`src/logic/mmd_pkg.sv`:
```
// package for the memory map address decoder
package mmd_pkg;

  // region bounds
  localparam logic [15:0] IO_LO      = 16'h0000;
  localparam logic [15:0] IO_HI      = 16'h007F;
  localparam logic [15:0] XIO_LO     = 16'h0F80;
  localparam logic [15:0] XIO_HI     = 16'h0FFF;
  localparam logic [15:0] RAM_LO     = 16'h0090;
  localparam logic [15:0] RAM_HI_BIG = 16'h047F;
  localparam logic [15:0] RAM_HI_SML = 16'h028F;
  localparam logic [15:0] GPR_LO     = 16'h0100;
  localparam logic [15:0] GPR_HI     = 16'h01FF;
  localparam logic [15:0] NVR_LO     = 16'hFFBB;
  localparam logic [15:0] NVR_HI     = 16'hFFBF;
  localparam logic [15:0] VEC_LO     = 16'hFFC0;
  localparam logic [15:0] VEC_HI     = 16'hFFFF;
  localparam logic [15:0] FLASH_LO   = 16'h1000;
  localparam logic [15:0] DIR_BANK_LO = 16'h0080;
  localparam logic [15:0] BANK_STEP  = 16'h0080;
  localparam logic [15:0] BANK_BASE  = 16'h0080;
  localparam logic [2:0]  DBP_RESET  = 3'h0;

  // oscillation stabilization wait in machine cycles
  localparam int          OSC_WAIT_CYC = 256;
  localparam logic [8:0]  OSC_WAIT_LD  = 9'(OSC_WAIT_CYC - 1);

  // region select, one hot
  typedef struct packed {
    logic io;
    logic xio;
    logic ram;
    logic gpr;
    logic nonvolatile_register;
    logic vec;
    logic flash;
    logic none;
  } mmd_sel_type;

  // cpu access request
  typedef struct packed {
    logic        valid;
    logic        write;
    logic        direct;
    logic        gpr_mode;
    logic [15:0] addr;
    logic [7:0]  wdata;
  } mmd_req_type;

endpackage : mmd_pkg

```
`src/logic/mmd_osc_wait.sv`:
```
// oscillation stabilization wait counter
module mmd_osc_wait
  import mmd_pkg::*;
(
  // clock and reset
  input  wire logic i_clk_sys,
  input  wire logic i_reset,
  // wait trigger and status
  input  wire logic i_start,
  output logic      o_busy
);

  logic [8:0] cnt_q;
  logic [8:0] cnt_d;
  logic       busy_q;
  logic       busy_d;

  // count down once started
  always_comb begin
    cnt_d  = cnt_q;
    busy_d = busy_q;
    if (i_start) begin
      cnt_d  = OSC_WAIT_LD;
      busy_d = 1'b1;
    end else if (busy_q) begin
      if (cnt_q == 9'h000) begin
        busy_d = 1'b0;
      end else begin
        cnt_d = cnt_q - 9'h001;
      end
    end
  end

  // registers; busy from reset models the power-on wait
  always_ff @(posedge i_clk_sys or posedge i_reset) begin
    if (i_reset) begin
      cnt_q  <= OSC_WAIT_LD;
      busy_q <= 1'b1;
    end else begin
      cnt_q  <= cnt_d;
      busy_q <= busy_d;
    end
  end

  assign o_busy = busy_q;

endmodule : mmd_osc_wait

```
`src/logic/mmd_decoder.sv`:
```
// memory map address decoder top
// Operation
// RULE1 - decode 16-bit address into one 64 KiB space
// RULE2 - 0x0000-0x007F selects peripheral I/O, normal and direct access
// RULE3 - 0x0F80-0x0FFF selects extended I/O by normal access
// RULE4 - RAM 0x0090-0x00FF reachable directly without bank pointer
// RULE5 - large variant: RAM 0x0090-0x047F direct via bank pointer
// RULE6 - small variant: direct region ends at 0x028F
// RULE7 - 0x0100-0x01FF is register window and also plain RAM
// RULE8 - 0xFFC0-0xFFFF is vector table fetched on calls and resets
// RULE9 - 0xFFBB-0xFFBF holds non-volatile register data
// RULE10 - reset pin is reset I/O after power-on, two control bits
// RULE11 - external clock still needs stabilization wait on wake
// RULE12 - direct 0x00-0x7F fixed; 0x80-0xFF banked by 3-bit pointer
// RULE13 - exactly one select; unmapped reads zero, writes ignored
module mmd_decoder
  import mmd_pkg::*;
#(
  parameter bit SMALL_RAM = 1'b0
)
(
  // clock and reset
  input  wire logic        i_clk_sys,
  input  wire logic        i_reset,
  // cpu access
  input  wire mmd_req_type i_req,
  input  wire logic [2:0]  i_gpr_bank,
  output mmd_sel_type      o_sel,
  output logic [15:0]      o_phys_addr,
  output logic             o_wr_en,
  output logic             o_rd_zero,
  // bank pointer load
  input  wire logic        i_dbp_we,
  input  wire logic [2:0]  i_dbp_wdata,
  output logic [2:0]       o_direct_bank_pointer,
  // vector fetch
  input  wire logic        i_vector_call_instruction,
  input  wire logic        i_vec_irq,
  input  wire logic [4:0]  i_vec_num,
  output logic [15:0]      o_vec_addr,
  // shared reset pin
  input  wire logic        i_cfg_we,
  input  wire logic        i_reset_output_enable_bit,
  input  wire logic        i_reset_pin_function_select,
  input  wire logic        i_int_reset_req,
  input  wire logic        i_shared_reset_pin,
  input  wire logic        i_gpio_out,
  input  wire logic        i_gpio_oe,
  output logic             o_shared_reset_pin,
  output logic             o_shared_reset_pin_oe,
  output logic             o_pin_reset,
  output logic             o_gpio_in,
  // clock control
  input  wire logic        i_ext_clk_sel,
  input  wire logic        i_wake_stop,
  input  wire logic        i_wake_sub,
  output logic             o_osc_wait
);

  // decode a cpu address into a one-hot select
  function automatic mmd_sel_type dec_region(input logic [15:0] a,
                                             input logic sml);
    mmd_sel_type s;
    logic [15:0] ram_top;
    s = '0;
    ram_top = sml ? RAM_HI_SML : RAM_HI_BIG;
    if (a <= IO_HI) begin
      s.io = 1'b1;                          // RULE2
    end else if (a >= XIO_LO && a <= XIO_HI) begin
      s.xio = 1'b1;                         // RULE3
    end else if (a >= GPR_LO && a <= GPR_HI) begin
      s.gpr = 1'b1;                         // RULE7
    end else if (a >= RAM_LO && a <= ram_top) begin
      s.ram = 1'b1;                         // RULE4
    end else if (a >= VEC_LO) begin
      s.vec = 1'b1;                         // RULE8
    end else if (a >= NVR_LO && a <= NVR_HI) begin
      s.nonvolatile_register = 1'b1;                         // RULE9
    end else if (a >= FLASH_LO) begin
      s.flash = 1'b1;
    end else begin
      s.none = 1'b1;                        // RULE13
    end
    return s;
  endfunction : dec_region

  // bank pointer state
  logic [2:0] dbp_q;
  logic [2:0] dbp_d;

  always_comb begin
    dbp_d = i_dbp_we ? i_dbp_wdata : dbp_q;
  end

  always_ff @(posedge i_clk_sys or posedge i_reset) begin
    if (i_reset) begin
      dbp_q <= DBP_RESET;                   // RULE12
    end else begin
      dbp_q <= dbp_d;
    end
  end

  assign o_direct_bank_pointer = dbp_q;

  // address translation for direct and register modes
  logic [15:0] eff_addr;
  always_comb begin
    eff_addr = i_req.addr;                  // RULE1
    if (i_req.gpr_mode) begin
      eff_addr = GPR_LO | {8'h00, i_gpr_bank, i_req.addr[4:0]}; // RULE7
    end else if (i_req.direct) begin
      if (i_req.addr[7:0] < DIR_BANK_LO[7:0]) begin
        eff_addr = {8'h00, i_req.addr[7:0]}; // RULE12
      end else if (dbp_q == DBP_RESET) begin
        eff_addr = {8'h00, i_req.addr[7:0]}; // RULE4
      end else begin
        eff_addr = BANK_BASE + 16'(dbp_q) * BANK_STEP
                   + {9'h000, i_req.addr[6:0]}; // RULE5
      end
    end
  end

  // registered decode outputs
  mmd_sel_type sel_q;
  mmd_sel_type sel_d;
  logic [15:0] pa_q;
  logic [15:0] pa_d;
  logic        we_q;
  logic        we_d;
  logic        rz_q;
  logic        rz_d;

  always_comb begin
    sel_d = '0;
    pa_d  = pa_q;
    we_d  = 1'b0;
    rz_d  = 1'b0;
    if (i_req.valid) begin
      sel_d = dec_region(eff_addr, SMALL_RAM); // RULE6
      pa_d  = eff_addr;
      // flash, vector and nvr areas are not written by plain stores
      we_d  = i_req.write && !sel_d.none && !sel_d.flash
              && !sel_d.vec && !sel_d.nonvolatile_register; // RULE13
      rz_d  = !i_req.write && sel_d.none; // RULE13
    end
  end

  always_ff @(posedge i_clk_sys or posedge i_reset) begin
    if (i_reset) begin
      sel_q <= '0;
      pa_q  <= 16'h0000;
      we_q  <= 1'b0;
      rz_q  <= 1'b0;
    end else begin
      sel_q <= sel_d;
      pa_q  <= pa_d;
      we_q  <= we_d;
      rz_q  <= rz_d;
    end
  end

  assign o_sel       = sel_q;
  assign o_phys_addr = pa_q;
  assign o_wr_en     = we_q;
  assign o_rd_zero   = rz_q;

  // vector entry address, two bytes per entry from the table top
  logic [15:0] vec_q;
  logic [15:0] vec_d;
  always_comb begin
    vec_d = vec_q;
    if (i_vector_call_instruction || i_vec_irq) begin
      vec_d = VEC_HI - {10'h000, i_vec_num, 1'b1}; // RULE8
    end
  end

  always_ff @(posedge i_clk_sys or posedge i_reset) begin
    if (i_reset) begin
      vec_q <= VEC_HI - 16'h0001;           // reset entry
    end else begin
      vec_q <= vec_d;
    end
  end

  assign o_vec_addr = vec_q;

  // pin input synchroniser
  logic pin_s1_q;
  logic pin_s2_q;
  always_ff @(posedge i_clk_sys or posedge i_reset) begin
    if (i_reset) begin
      pin_s1_q <= 1'b1;
      pin_s2_q <= 1'b1;
    end else begin
      pin_s1_q <= i_shared_reset_pin;
      pin_s2_q <= pin_s1_q;
    end
  end

  // pin function control; power-on: reset input with output enabled
  logic rst_oe_q;
  logic rst_oe_d;
  logic rst_en_q;
  logic rst_en_d;
  always_comb begin
    rst_oe_d = rst_oe_q;
    rst_en_d = rst_en_q;
    if (i_cfg_we) begin
      rst_oe_d = i_reset_output_enable_bit;   // RULE10
      rst_en_d = i_reset_pin_function_select; // RULE10
    end
  end

  always_ff @(posedge i_clk_sys or posedge i_reset) begin
    if (i_reset) begin
      rst_oe_q <= 1'b1;
      rst_en_q <= 1'b1;
    end else begin
      rst_oe_q <= rst_oe_d;
      rst_en_q <= rst_en_d;
    end
  end

  // pin drive: open-drain low for reset, else gpio when selected
  always_comb begin
    o_shared_reset_pin    = 1'b0;
    o_shared_reset_pin_oe = 1'b0;
    if (rst_en_q) begin
      o_shared_reset_pin_oe = rst_oe_q && i_int_reset_req; // RULE10
    end else begin
      o_shared_reset_pin    = i_gpio_out;
      o_shared_reset_pin_oe = i_gpio_oe;
    end
  end

  assign o_pin_reset = rst_en_q && !pin_s2_q; // RULE10
  assign o_gpio_in   = pin_s2_q;

  // stabilization wait on wake even with an external clock
  logic osc_start;
  assign osc_start = (i_wake_stop || i_wake_sub)
                     && (i_ext_clk_sel || !i_ext_clk_sel); // RULE11

  mmd_osc_wait u_osc_wait (
    .i_clk_sys (i_clk_sys),
    .i_reset   (i_reset),
    .i_start   (osc_start),
    .o_busy    (o_osc_wait)
  );
endmodule : mmd_decoder

```
`config.mk`:
```
export PLATFORM = sky130hd
export DESIGN_NAME = mmd_decoder
export DESIGN_NICKNAME = d
export VERILOG_FILES = /design/src/logic/mmd_pkg.sv /design/src/logic/mmd_osc_wait.sv /design/src/logic/mmd_decoder.sv
export SDC_FILE = /design/constraint.sdc
export NUM_CORES = 1
export LEC_CHECK = 0
export ABC_AREA = 1
export BUFFER_PORTS_ARGS = -buffer_cell sky130_fd_sc_hd__buf_2
export CAP_MARGIN = 20
export CORE_MARGIN = 2
export CORE_UTILIZATION = 48
export CTS_CLUSTER_SIZE = 30
export DETAILED_ROUTE_END_ITERATION = 8
export GPL_TIMING_DRIVEN = 0
export HOLD_SLACK_MARGIN = 0.1
export PLACE_DENSITY = 0.86
export SYNTH_ARGS = -nofsm -noshare
export SYNTH_HDL_FRONTEND = slang
export SYNTH_SLANG_ARGS = --single-unit
```
`constraint.sdc`:
```
create_clock -name i_clk_sys -period 1.9 [get_ports i_clk_sys]
set_input_delay 0.38 -clock i_clk_sys [delete_from_list [all_inputs] [get_ports i_clk_sys]]
set_output_delay 0.38 -clock i_clk_sys [all_outputs]
set_load 0.05 [all_outputs]
```
== Word level (Yosys, flattened, before mapping) ==
Index checks and enable logic that the tools add are counted.
Word-level totals
  bits in latches: 0
  RAM bits: 0
  memories: 0
  memory bits (read-only): 0
  word-level logic and storage cells: 91
  register bits after elaboration: 59
Operators by class
  muxes and demuxes: 32
  divide/modulo/power cells: 0
  $mul: 0
  reduce and logical (&&, ||, !) cells: 23
  shift-type cells: 0
  add/sub/neg operators: 4
  $lt $le $gt $ge: 12
  eq/ne operators: 1
  bitwise logic cells: 0
Operators with widths (count)
  greater-or-equal comparator 16 bit (second input constant): 2
  2-to-1 mux 16 bit: 2
  2-to-1 mux 9 bit: 3
  2-to-1 mux 12 bit: 2
  2-to-1 mux 1 bit: 17
  greater-or-equal comparator 16 x 12 -> 1 bit (second input constant): 1
  greater-or-equal comparator 16 x 13 -> 1 bit (second input constant): 1
  greater-or-equal comparator 16 x 8 -> 1 bit (second input constant): 1
  greater-or-equal comparator 16 x 9 -> 1 bit (second input constant): 1
  less-or-equal comparator 16 x 11 -> 1 bit (second input constant): 1
  less-or-equal comparator 16 x 12 -> 1 bit (second input constant): 1
  less-or-equal comparator 16 bit (second input constant): 1
  less-or-equal comparator 16 x 7 -> 1 bit (second input constant): 1
  less-or-equal comparator 16 x 9 -> 1 bit (second input constant): 1
  2-to-1 mux 7 bit: 2
  adder 11 x 7 -> 12 bit: 1
  adder 8 x 10 -> 11 bit (first input constant): 1
  logical AND 1 bit: 11
  logical NOT 9 bit: 1
  subtractor 9 x 1 -> 9 bit (second input constant): 1
  < comparator 8 bit (second input constant): 1
  2-to-1 mux 4 bit: 2
  2-to-1 mux 8 bit: 1
  subtractor 1 x 7 -> 8 bit (first input constant): 1
  other kinds (8): 15

== Longest topological paths before layout ==
Gate-level depths: netlist of run 1.
  depth in word-level cells: 21
  mapped depth: 12
  gate-level depth less buffers: 12

== Cells and area by module ==
From an unflattened synthesis of run 1, not the netlist that was laid out.
Unflattened totals
  cell total of the unflattened synthesis: 324
  area, all modules: 2562.5 um2
Modules (own cells, without submodules)
  mmd_decoder: instances 1, area each 1905.6 um2, sequential area each 962.2 um2, cells an instance 236
  mmd_osc_wait: instances 1, area each 656.9 um2, sequential area each 261.5 um2, cells an instance 88

== Least setup slack after synthesis of run 1 ==
OpenSTA, ideal clock, no wires.
  kind: register to register
  start: reg dbp_q[0] (netlist: o_direct_bank_pointer[0])
  end: reg rz_q (netlist: o_rd_zero)
  arrival time: 1.795 ns
  stages on the path, launching flop included: 13
  buffers on the path: 0
  library setup time: 0.070 ns
  path slack: 0.035 ns
  data required time: 1.830 ns
  cells stage by stage: dfrtp_1 > inv_1 > ha_1 > inv_1 > o21ai_2 > inv_2 > nand2_2 > nor2_1 > nand3_1 > nand2_2 > nor2_4 > nand4_2 > nor2_2
Between the ends
  cells in the longest elaborated chain, start to end: 17
  elaborated cells between the ends (all ways): 32
RTL lines
  start, declared: line mmd_decoder.sv:88  | logic [2:0] dbp_q;
  start signal, assigned: line mmd_decoder.sv:99  | dbp_q <= dbp_d;
  adder 8 x 10 -> 11 bit: line mmd_decoder.sv:117  | eff_addr = BANK_BASE + 16'(dbp_q) * BANK_STEP
  adder 11 x 7 -> 12 bit: line mmd_decoder.sv:118  | + {9'h000, i_req.addr[6:0]};
  2-to-1 mux 12 bit (*): line mmd_decoder.sv:114  | end else if (dbp_q == DBP_RESET) begin
  2-to-1 mux 12 bit (*): line mmd_decoder.sv:112  | if (i_req.addr[7:0] < DIR_BANK_LO[7:0]) begin
  2-to-1 mux 16 bit (*): line mmd_decoder.sv:111  | end else if (i_req.direct) begin
  2-to-1 mux 16 bit (*): line mmd_decoder.sv:109  | if (i_req.gpr_mode) begin
  greater-or-equal comparator 16 x 13 -> 1 bit, or another cell as far along: line mmd_decoder.sv:79  | end else if (a >= FLASH_LO) begin
  2-to-1 mux 1 bit / logical AND 1 bit (equally long branches): line mmd_decoder.sv:79, mmd_decoder.sv:77
  (+2 left out)
  2-to-1 mux 4 bit: line mmd_decoder.sv:73  | end else if (a >= RAM_LO && a <= ram_top) begin
  2-to-1 mux 4 bit: line mmd_decoder.sv:71  | end else if (a >= GPR_LO && a <= GPR_HI) begin
  2-to-1 mux 6 bit: line mmd_decoder.sv:69  | end else if (a >= XIO_LO && a <= XIO_HI) begin
  2-to-1 mux 7 bit (*): line mmd_decoder.sv:67  | if (a <= IO_HI) begin
  2-to-1 mux 7 bit (*): line mmd_decoder.sv:138  | if (i_req.valid) begin
  logical AND 1 bit (*): line mmd_decoder.sv:144  | rz_d = !i_req.write && sel_d.none;
  2-to-1 mux 1 bit (*): line mmd_decoder.sv:138
  via rz_d: line mmd_decoder.sv:131  | logic rz_d;
  end signal, assigned: line mmd_decoder.sv:158  | rz_q <= rz_d;
  end, declared: line mmd_decoder.sv:130  | logic rz_q;
The timed path passes the listed nets; every way through them passes the cells marked *. The select of a mux whose other input is x is not followed.
A chain may end at the register's enable or synchronous reset.

== Worst setup path in the final report of run 1 ==
Ends and elaborated chain as after synthesis.

==> out/results.tsv, run 1 <==
stage	metric	value	unit
routing	Initial DRC Count	54	
timing	Final Setup Violations	0	
routing	# DRC	0	
synthesis	YS warnings	0	
setup_path	CP max FO	5	
setup_path	CP Data Required Time	2140	ps
floorplan	initial core utilization	50.5	%
clocking	clock slew at reported path FFs	90	ps
synthesis	Syn Area/Cell	8.33	um2
final_layout	Syn-to-layout area delta	27.9	%
synthesis	Post-synth ARST share	100	%
timing	Max-Slew Margin vs Limit	63.7	%
timing	Final Critical Period	1740	ps
placed_design	GPL Wtd Cong	0.810	
synthesis	Synth Cell Area	2430	um2
floorplan	I/O Pins	104	
synthesis	Post-synth top cells	71 x nand2_1, 34 x inv_1, 30 x dfrtp_1, 30 x nor2_1, 23 x o21ai_0	
floorplan	die span in x	75.2	um
synthesis	largest cells by area after synthesis	dfrtp_1 31%, dfstp_2 19%, nand2_1 11%, inv_1 5.2%, o21ai_0 4.7%	
global_route	first-pass GRT wire length	8510	um
worst_hold_path	Hold Path Depth	1	
global_route	GRT Total Usage	19.8	%
synthesis	EDFF count, synth	0	
worst_hold_path	Worst Hold Class	input port to register	
clocking	Post-CTS Repair Setup Buffers	0	
floorplan	Die Y	75.2	um
final_layout	Finished Layout Cells	460	
job	max-cap violations	0	
synthesis	register area share after synthesis	50.3	%
pwr	worst vdd ir	0.401	mV
routing	Max Used Layer	met4	
setup_path	Startpoint Class	register	
synthesis	Synth Instances	292	
timing	setup ws final	158	ps
timing	Slew @ Worst Pin	543	ps
clocking	CTS buffer count	5	
pwr	static leakage	1.70	nW
timing	fmax	0.574	GHz
final_layout	final core utilization	64.6	%
run_status	status	finished clean	
pwr	pwr dens	795	nW/um2
worst_hold_path	hold path endpoint	pin_s1_q	
placed_design	Place WS	180	ps
timing	unrepaired setup endpoints after global routing	true	
final_layout	Fill cells	421	
pwr	total chip power	2.47	mW
routing	via count	2191	
setup_path	r2r startpoint	o_direct_bank_pointer[0]	
setup_path	Setup crit end kind	register	
clocking	later-pin clock latency in the skew report	300	ps
global_route	pin count of the biggest net entering global routing	44	
final_layout	# nets final	450	
synthesis	Synth cell types	32	
placed_design	HPWL after DPL	4290	um
synthesis	ys flop type	dfrtp_1	
setup_path	R2R depth	12	
routing	final wirelength	5480	um
synthesis	Yosys top cell area share	30.9	%
routing	vias per inst	4.76	
clocking	# clock sinks	48	
routing	number of routed nets with antenna violations	0	
final_layout	n_diodes	0	
placed_design	placed insts	451	
synthesis	count leader, synth	nand2_1	
routing	WL met1	2210	um
timing	Fin. Hold Viols	0	
synthesis	register bit total from synthesis	48	
timing	Slew Viols, Final	0	
routing	DR WL met2	2790	um
floorplan	Core Area	4820	um2
global_route	total overflow reported by the global router	0	
routing	DRT Pass-1 Iters	4	
clocking	CTS tree	done	
synthesis	Synth area leader	dfrtp_1	
timing	clk_skew	10.7	ps
timing	WHS	193	ps
clocking	htree depth	2	
setup_path	R2R setup slack	160	ps
final_layout	share of layout cells above drive strength 1	37.4	%
floorplan	total die area	5650	um2
setup_path	CP Class	register to register	
placed_design	I/O Buffers	82	
timing	crit share post-route	91.7	%
routing	DR WL met3	406	um
global_route	initial antenna violation count	0	
setup_path	CP Data Arrival Time	1980	ps
worst_hold_path	Worst Hold Launch	i_shared_reset_pin	
global_route	vias in the first global route	2010	
clocking	CTS Root Cell	clkbuf_8	
routing	wire per inst	11.9	um
setup_path	worst r2r dst	o_rd_zero	
floorplan	Cell Rows	25	
clocking	Max Root-Sink Buffers	2	
[layout make-up]
class | instances | area [um2] | area share [%]
flip-flops and latches | 48 | 1220 | 39.3
multi-input cells | 200 | 1010 | 32.4
repair buffers | 84 | 440 | 14.2
inverters | 37 | 139 | 4.46
plain buffers | 16 | 105 | 3.38
well taps | 67 | 83.8 | 2.69
clock buffers | 5 | 68.8 | 2.21
clock inverters | 3 | 42.5 | 1.37
[power by group]
group / internal (mW) / switching, mW
Sequential: 1.09 / 0.0307
Clock: 0.389 / 0.335
Combinational: 0.163 / 0.462
Total: 1.65 / 0.828
[routing by layer]
layer,track usage [%],vias to the layer above
li1,-,1105
met1,22.7,991
met2,36.1,86
met3,4.28,9
met4,7.60,0
met5,0,-
[cell usage in the layout, fill, tap and decap left out, drive strengths merged]
cell type    count
buf             95
a21oi            6
a31oi            1
xnor2            1
nand3           18
o31ai            1
nor2            34
bufinv           1
dfstp           18
mux2             1
nand4            4
nor3             4
dfrtp           30
ha               4
nor4             2
clkinv           2
nand2           78
clkinvlp         1
inv             36
conb            11
clkbuf           9
o21ai           31
dlygate4sd3      1
o211ai           4
[cell families after synthesis]
logic type      count (synthesis)  share of synthesized area (%)
compound gates                 43                           10.5
xor+xnor                        1                          0.360
fa+ha+maj                       4                           2.06
buf+inv                        53                           10.0
flops                          48                           50.3
mux                             1                          0.463
other cells                     2                          0.309
simple gates                  140                           26.0
[worst max-delay path, cell delays in order (launching register included)]
cell and delay [ps]:
dfrtp_1 430, ha_1 240, nand2_1 90, inv_1 40
nor2_1 100, nand2_1 80, nand2_2 60, nand2_1 120
nand2_1 120, nor2_2 60, nor2_4 130, nand4_2 110
nor2_2 100
[metrics by stage]
stage,TNS (ps),cell area [um2]
final,0,3110
after global routing,-6.16,3110
after CTS,0,3100
after detailed placement,0,2980
after global placement,-4480,2960
after floorplan,0,2470
[registers in the layout (all words and copies together) (netlist names)]
signal / count
u_osc_wait.cnt_q: 9
u_osc_wait.o_busy: 1
o_gpio_in: 1
pin_s1_q: 1
o_rd_zero: 1
o_direct_bank_pointer: 3
rst_en_q: 1
o_wr_en: 1
o_phys_addr: 16
rst_oe_q: 1
o_sel: 8
o_vec_addr: 5
[worst max path at each step]
stage	to	cells after the start	start	slack [ps]
2_1_floorplan	o_rd_zero	12	o_direct_bank_pointer[0]	30
3_3_place_gp	o_direct_bank_pointer[0]	2	i_reset	-150
6_report	o_rd_zero	12	o_direct_bank_pointer[0]	160
3_5_place_dp	u_osc_wait.cnt_q[5]	8	u_osc_wait.cnt_q[0]	180
4_1_cts	o_rd_zero	11	o_direct_bank_pointer[0]	160
5_1_grt	o_rd_zero	12	o_direct_bank_pointer[0]	-6
[what timing repair did]
action,CTS,global route
hold buffers,1,0
gates resized for setup,0,2
endpoints found under the setup margin,0,2
hold endpoints to repair,1,0
No activity file was read; power rests on OpenSTA's default activity.
==> run 2, diff against run 1 <==
--- a/config.mk
+++ b/config.mk
@@ -12,8 +12,6 @@
 export CORE_UTILIZATION = 48
 export CTS_CLUSTER_SIZE = 30
 export DETAILED_ROUTE_END_ITERATION = 8
-export GPL_TIMING_DRIVEN = 0
-export HOLD_SLACK_MARGIN = 0.1
 export PLACE_DENSITY = 0.86
 export SYNTH_ARGS = -nofsm -noshare
 export SYNTH_HDL_FRONTEND = slang
==> out/results.tsv, run 2 (synthesized netlist as in run 1, its figures left out) <==
stage	metric	value	unit
clocking	CTS buffer count	5	
global_route	pin count of the biggest net entering global routing	26	
setup_path	Startpoint Class	register	
setup_path	CP Data Required Time	2130	ps
routing	wire per inst	11.8	um
clocking	Resized cells post-CTS	0	
placed_design	I/O Buffers	83	
routing	vias per inst	4.91	
final_layout	sequential cell area	1220	um2
final_layout	Fill cells	462	
worst_hold_path	Worst Hold Class	input port to async pin	
global_route	first-pass GRT wire length	8610	um
global_route	total overflow reported by the global router	0	
setup_path	CP Class	register to register	
timing	unrepaired setup endpoints after global routing	false	
clocking	clock slew at reported path FFs	90	ps
clocking	later-pin clock latency in the skew report	300	ps
routing	# DRC	0	
timing	Final Critical Period	1750	ps
final_layout	Syn-to-layout area delta	23.6	%
routing	number of routed nets with antenna violations	0	
setup_path	CP max FO	6	
global_route	GRT Total Usage	20.0	%
placed_design	GPL Wtd Cong	0.838	
clocking	htree depth	2	
floorplan	Die Y	75.2	um
pwr	pwr dens	814	nW/um2
timing	fmax	0.573	GHz
final_layout	most common cell after layout, fill and taps aside	buf_2	
timing	Max-Slew Margin vs Limit	64.2	%
floorplan	I/O Pins	104	
final_layout	multi-input logic area	998	um2
global_route	initial antenna violation count	0	
clocking	Post-CTS Repair Setup Buffers	0	
clocking	CTS Root Cell	clkbuf_8	
pwr	static leakage	1.64	nW
timing	Final Setup Violations	0	
routing	DRT Pass-1 Iters	4	
final_layout	commonest cells after routing, fill and taps aside	83 x buf_2, 71 x nand2_1, 33 x inv_1	
routing	Initial DRC Count	81	
clocking	# clock sinks	48	
routing	via count	2190	
timing	Slew @ Worst Pin	537	ps
timing	crit share post-route	91.9	%
floorplan	Cell Rows	25	
timing	TNS Setup	0	ps
final_layout	# nets final	436	
timing	Fin. Hold Viols	0	
final_layout	share of layout cells above drive strength 1	36.1	%
setup_path	Setup crit end kind	register	
job	max-cap violations	0	
timing	clk_skew	7.59	ps
global_route	vias in the first global route	2078	
floorplan	Core Area	4820	um2
run_status	status	finished clean	
placed_design	HPWL after DPL	4200	um
final_layout	max reg flops	16	
clocking	CTS tree	done	
placed_design	Place WS	170	ps
final_layout	n_diodes	0	
routing	final wirelength	5280	um
pwr	worst vdd ir	0.380	mV
clocking	Max Root-Sink Buffers	2	
floorplan	die span in x	75.2	um
floorplan	total die area	5650	um2
floorplan	initial core utilization	50.5	%
setup_path	CP Data Arrival Time	1980	ps
clocking	# hold bufs at CTS	0	
timing	Slew Viols, Final	0	
timing	setup ws final	155	ps
==> run 2: cell types whose count changed in the layout (fill, tap and decap cells not counted), sizes merged <==
cell,change
buf,-9
clkbuf,-4
dlygate4sd3,-1
==> run 2: stage by stage <==
stage | utilization [%] | cell area [um2] | power, mW | hold slack (ps) | cells
4_1_cts | 62.4 | 3010 | 2.47 | 108 | 446
5_1_grt | 62.4 | 3010 | 2.58 | 130 | 446
3_3_place_gp | 60.1 | 2900 | 1.73 | 346 | 438
3_5_place_dp | 60.1 | 2900 | 1.75 | 353 | 438
2_1_floorplan | - | 2470 | 1.60 | 345 | 301
6_report | 62.4 | 3010 | 2.45 | 92.7 | 446
==> run 2: metal layers <==
metal | vias to the layer above | GRT usage (%) | wire length, um
met3 | 11 | 5.09 | 344
met1 | 1016 | 22.8 | 2150
met5 | - | 0 | 0
met4 | 0 | 6.82 | 85
met2 | 81 | 36.4 | 2700
li1 | 1082 | - | -
==> run 2: cell type report <==
type	instances	area share, %
clock buffers	5	2.29
clock inverters	3	1.41
inverters	37	4.62
multi-input cells	200	33.2
flip-flops and latches	48	40.7
well taps	67	2.79
repair buffers	86	15.0
==> run 2: path summary, 6_finish.rpt <==
path	slack [ps]	cells after the start	end	start
setup / recovery	150	9	o_rd_zero	o_direct_bank_pointer[0]
min in group i_clk_sys	190	1	pin_s1_q	i_shared_reset_pin
hold / removal	90	2	o_phys_addr[2]	i_reset
max in group asynchronous	1230	3	u_osc_wait.cnt_q[6]	i_reset
hold reg to reg	360	0	o_gpio_in	pin_s1_q
setup reg to reg	150	9	o_rd_zero	o_direct_bank_pointer[0]
==> run 2: where the power goes <==
part / internal (mW) / switching (mW) / total (mW)
sequential: 1.09 / 0.0317 / 1.13
combinational: 0.146 / 0.455 / 0.601
clock: 0.389 / 0.331 / 0.721
total: 1.63 / 0.818 / 2.45
==> run 2: worst max-delay path: stages, from the launching register on <==
cell	delay (ps)
dfrtp_1	420
inv_1	80
ha_1	230
nand2_1	100
nand2_2	80
a21oi_4	210
nor2_1	80
o21ai_1	210
nand4_2	160
nor2_2	110
==> run 3, diff against run 2 <==
--- a/config.mk
+++ b/config.mk
@@ -10,9 +10,8 @@
 export CAP_MARGIN = 20
 export CORE_MARGIN = 2
 export CORE_UTILIZATION = 48
-export CTS_CLUSTER_SIZE = 30
 export DETAILED_ROUTE_END_ITERATION = 8
-export PLACE_DENSITY = 0.86
+export PLACE_DENSITY_LB_ADDON = 0.05
 export SYNTH_ARGS = -nofsm -noshare
 export SYNTH_HDL_FRONTEND = slang
 export SYNTH_SLANG_ARGS = --single-unit
==> out/results.tsv, run 3 (synthesized netlist as in run 1, its figures left out) <==
stage	metric	value	unit
run_status	status	finished clean	
global_route	pin count of the biggest net entering global routing	21	
final_layout	final instance area	3000	um2
placed_design	HPWL after DPL	4010	um
floorplan	Core Area	4820	um2
setup_path	worst r2r dst	u_osc_wait.cnt_q[5]	
routing	number of routed nets with antenna violations	0	
final_layout	multi-input logic area	998	um2
final_layout	share of layout cells above drive strength 1	36.5	%
floorplan	Cell Rows	25	
setup_path	r2r startpoint	u_osc_wait.cnt_q[0]	
global_route	met3 usage	3.35	%
global_route	met2 usage	31.8	%
timing	fmax	0.570	GHz
pwr	pwr dens	787	nW/um2
placed_design	I/O Buffers	83	
global_route	total overflow reported by the global router	0	
setup_path	CP Launch Point	u_osc_wait.cnt_q[0]	
final_layout	Finished Layout Cells	448	
setup_path	R2R setup slack	150	ps
pwr	worst vdd ir	0.535	mV
floorplan	initial core utilization	50.5	%
setup_path	CP max FO	7	
placed_design	placed insts	439	
final_layout	Syn-to-layout area delta	23.1	%
timing	setup ws final	146	ps
global_route	GRT busiest layer	met2	
clocking	Max Root-Sink Buffers	2	
final_layout	final core utilization	62.2	%
routing	DRT Pass-1 Iters	4	
clocking	CTS buffer count	5	
floorplan	total die area	5650	um2
setup_path	Startpoint Class	register	
setup_path	CP Data Required Time	2120	ps
floorplan	I/O Pins	104	
final_layout	commonest cells after routing, fill and taps aside	83 x buf_2, 71 x nand2_1, 33 x inv_1	
setup_path	R2R depth	8	
final_layout	sequential cell area	1220	um2
timing	Final Setup Violations	0	
setup_path	CP Data Arrival Time	1980	ps
timing	crit share post-route	92.3	%
routing	via count	2088	
pwr	static leakage	1.63	nW
final_layout	n_diodes	0	
floorplan	die span in x	75.2	um
final_layout	# nets final	438	
timing	Slew @ Worst Pin	508	ps
setup_path	Worst setup endpoint	u_osc_wait.cnt_q[5]	
global_route	first-pass GRT wire length	8200	um
clocking	later-pin clock latency in the skew report	300	ps
placed_design	Area after DPL	2890	um2
global_route	initial antenna violation count	0	
placed_design	GPL Wtd Cong	0.815	
routing	Initial DRC Count	101	
clocking	CTS Root Cell	clkbuf_8	
global_route	GRT Total Usage	19.1	%
timing	Slew Viols, Final	0	
clocking	clock slew at reported path FFs	90	ps
global_route	GR Layer Usage met1	25.0	%
placed_design	Place WS	188	ps
final_layout	Fill cells	479	
routing	wire per inst	11.3	um
setup_path	Setup crit end kind	register	
floorplan	Die Y	75.2	um
job	max-cap violations	0	
setup_path	CP Class	register to register	
timing	Fin. Hold Viols	0	
routing	vias per inst	4.66	
timing	clk_skew	8.79	ps
final_layout	most common cell after layout, fill and taps aside	buf_2	
routing	# DRC	0	
clocking	CTS tree	done	
timing	Max-Slew Margin vs Limit	66.1	%
final_layout	max reg flops	16	
routing	final wirelength	5070	um
clocking	htree depth	2	
clocking	# clock sinks	48	
worst_hold_path	Worst Hold Class	input port to async pin	
timing	Final Critical Period	1750	ps
global_route	vias in the first global route	1895	
run 3: cell types whose count changed in the layout (fill, tap and decap cells not counted):
cell	delta
clkinvlp_4	+1
buf_4	+3
buf_12	-1
clkbuf_8	+1
clkinv_2	-1
bufinv_16	-1
run 3: metrics by stage:
stage	total power, mW	TNS [ps]	hold slack [ps]
finish	2.36	0	58.4
global route	2.48	-7.70	86.5
CTS	2.38	0	71.0
detailed placement	1.74	0	351
global placement	1.74	0	346
floorplan	1.60	0	345
run 3: per-layer routing:
metal	vias to the layer above	share of wire, %
li1	1079	-
met1	939	44
met2	61	48
met3	9	5.8
met4	0	1.7
met5	-	0
run 3: worst max-delay path, cell delays in order (launching register included):
cell      delay, ps
dfstp_2         520
inv_1            80
ha_1            220
nand3_1          90
o21ai_2          80
nand2_2         130
nand4_1         230
o21ai_0         220
o211ai_1        100
run 3: worst min-delay path by stage:
stage / from / end / cells after the start / slack (ps)
finish: i_reset / u_osc_wait.cnt_q[8] / 2 / 60
global placement: pin_s1_q / o_gpio_in / 0 / 350
floorplan: pin_s1_q / o_gpio_in / 0 / 350
CTS: i_reset / o_phys_addr[3] / 2 / 70
detailed placement: pin_s1_q / o_gpio_in / 0 / 350
global route: i_reset / u_osc_wait.cnt_q[8] / 2 / 90
run 3: cell type report:
cell class                      instances  share of cell area, %
Multi-Input combinational cell        200                   33.3
Timing Repair Buffer                   88                   15.1
Tap cell                               67                   2.80
Clock inverter                          2                  0.501
Sequential cell                        48                   40.9
Inverter                               37                   4.64
Clock buffer                            6                   2.76
run 3: repair_timing:
item / 4_1_cts / 5_1_grt
hold buffers: 0 / 0
gates resized for setup: 0 / 0
buffers inserted: 0 / 1
endpoints found under the setup margin: 0 / 2
run 3: where the power goes:
part / leakage, nW / total, mW / switching, mW / internal, mW
clock: 0.0434 / 0.637 / 0.342 / 0.295
sequential: 0.579 / 1.13 / 0.0310 / 1.09
combinational: 1.01 / 0.596 / 0.452 / 0.144
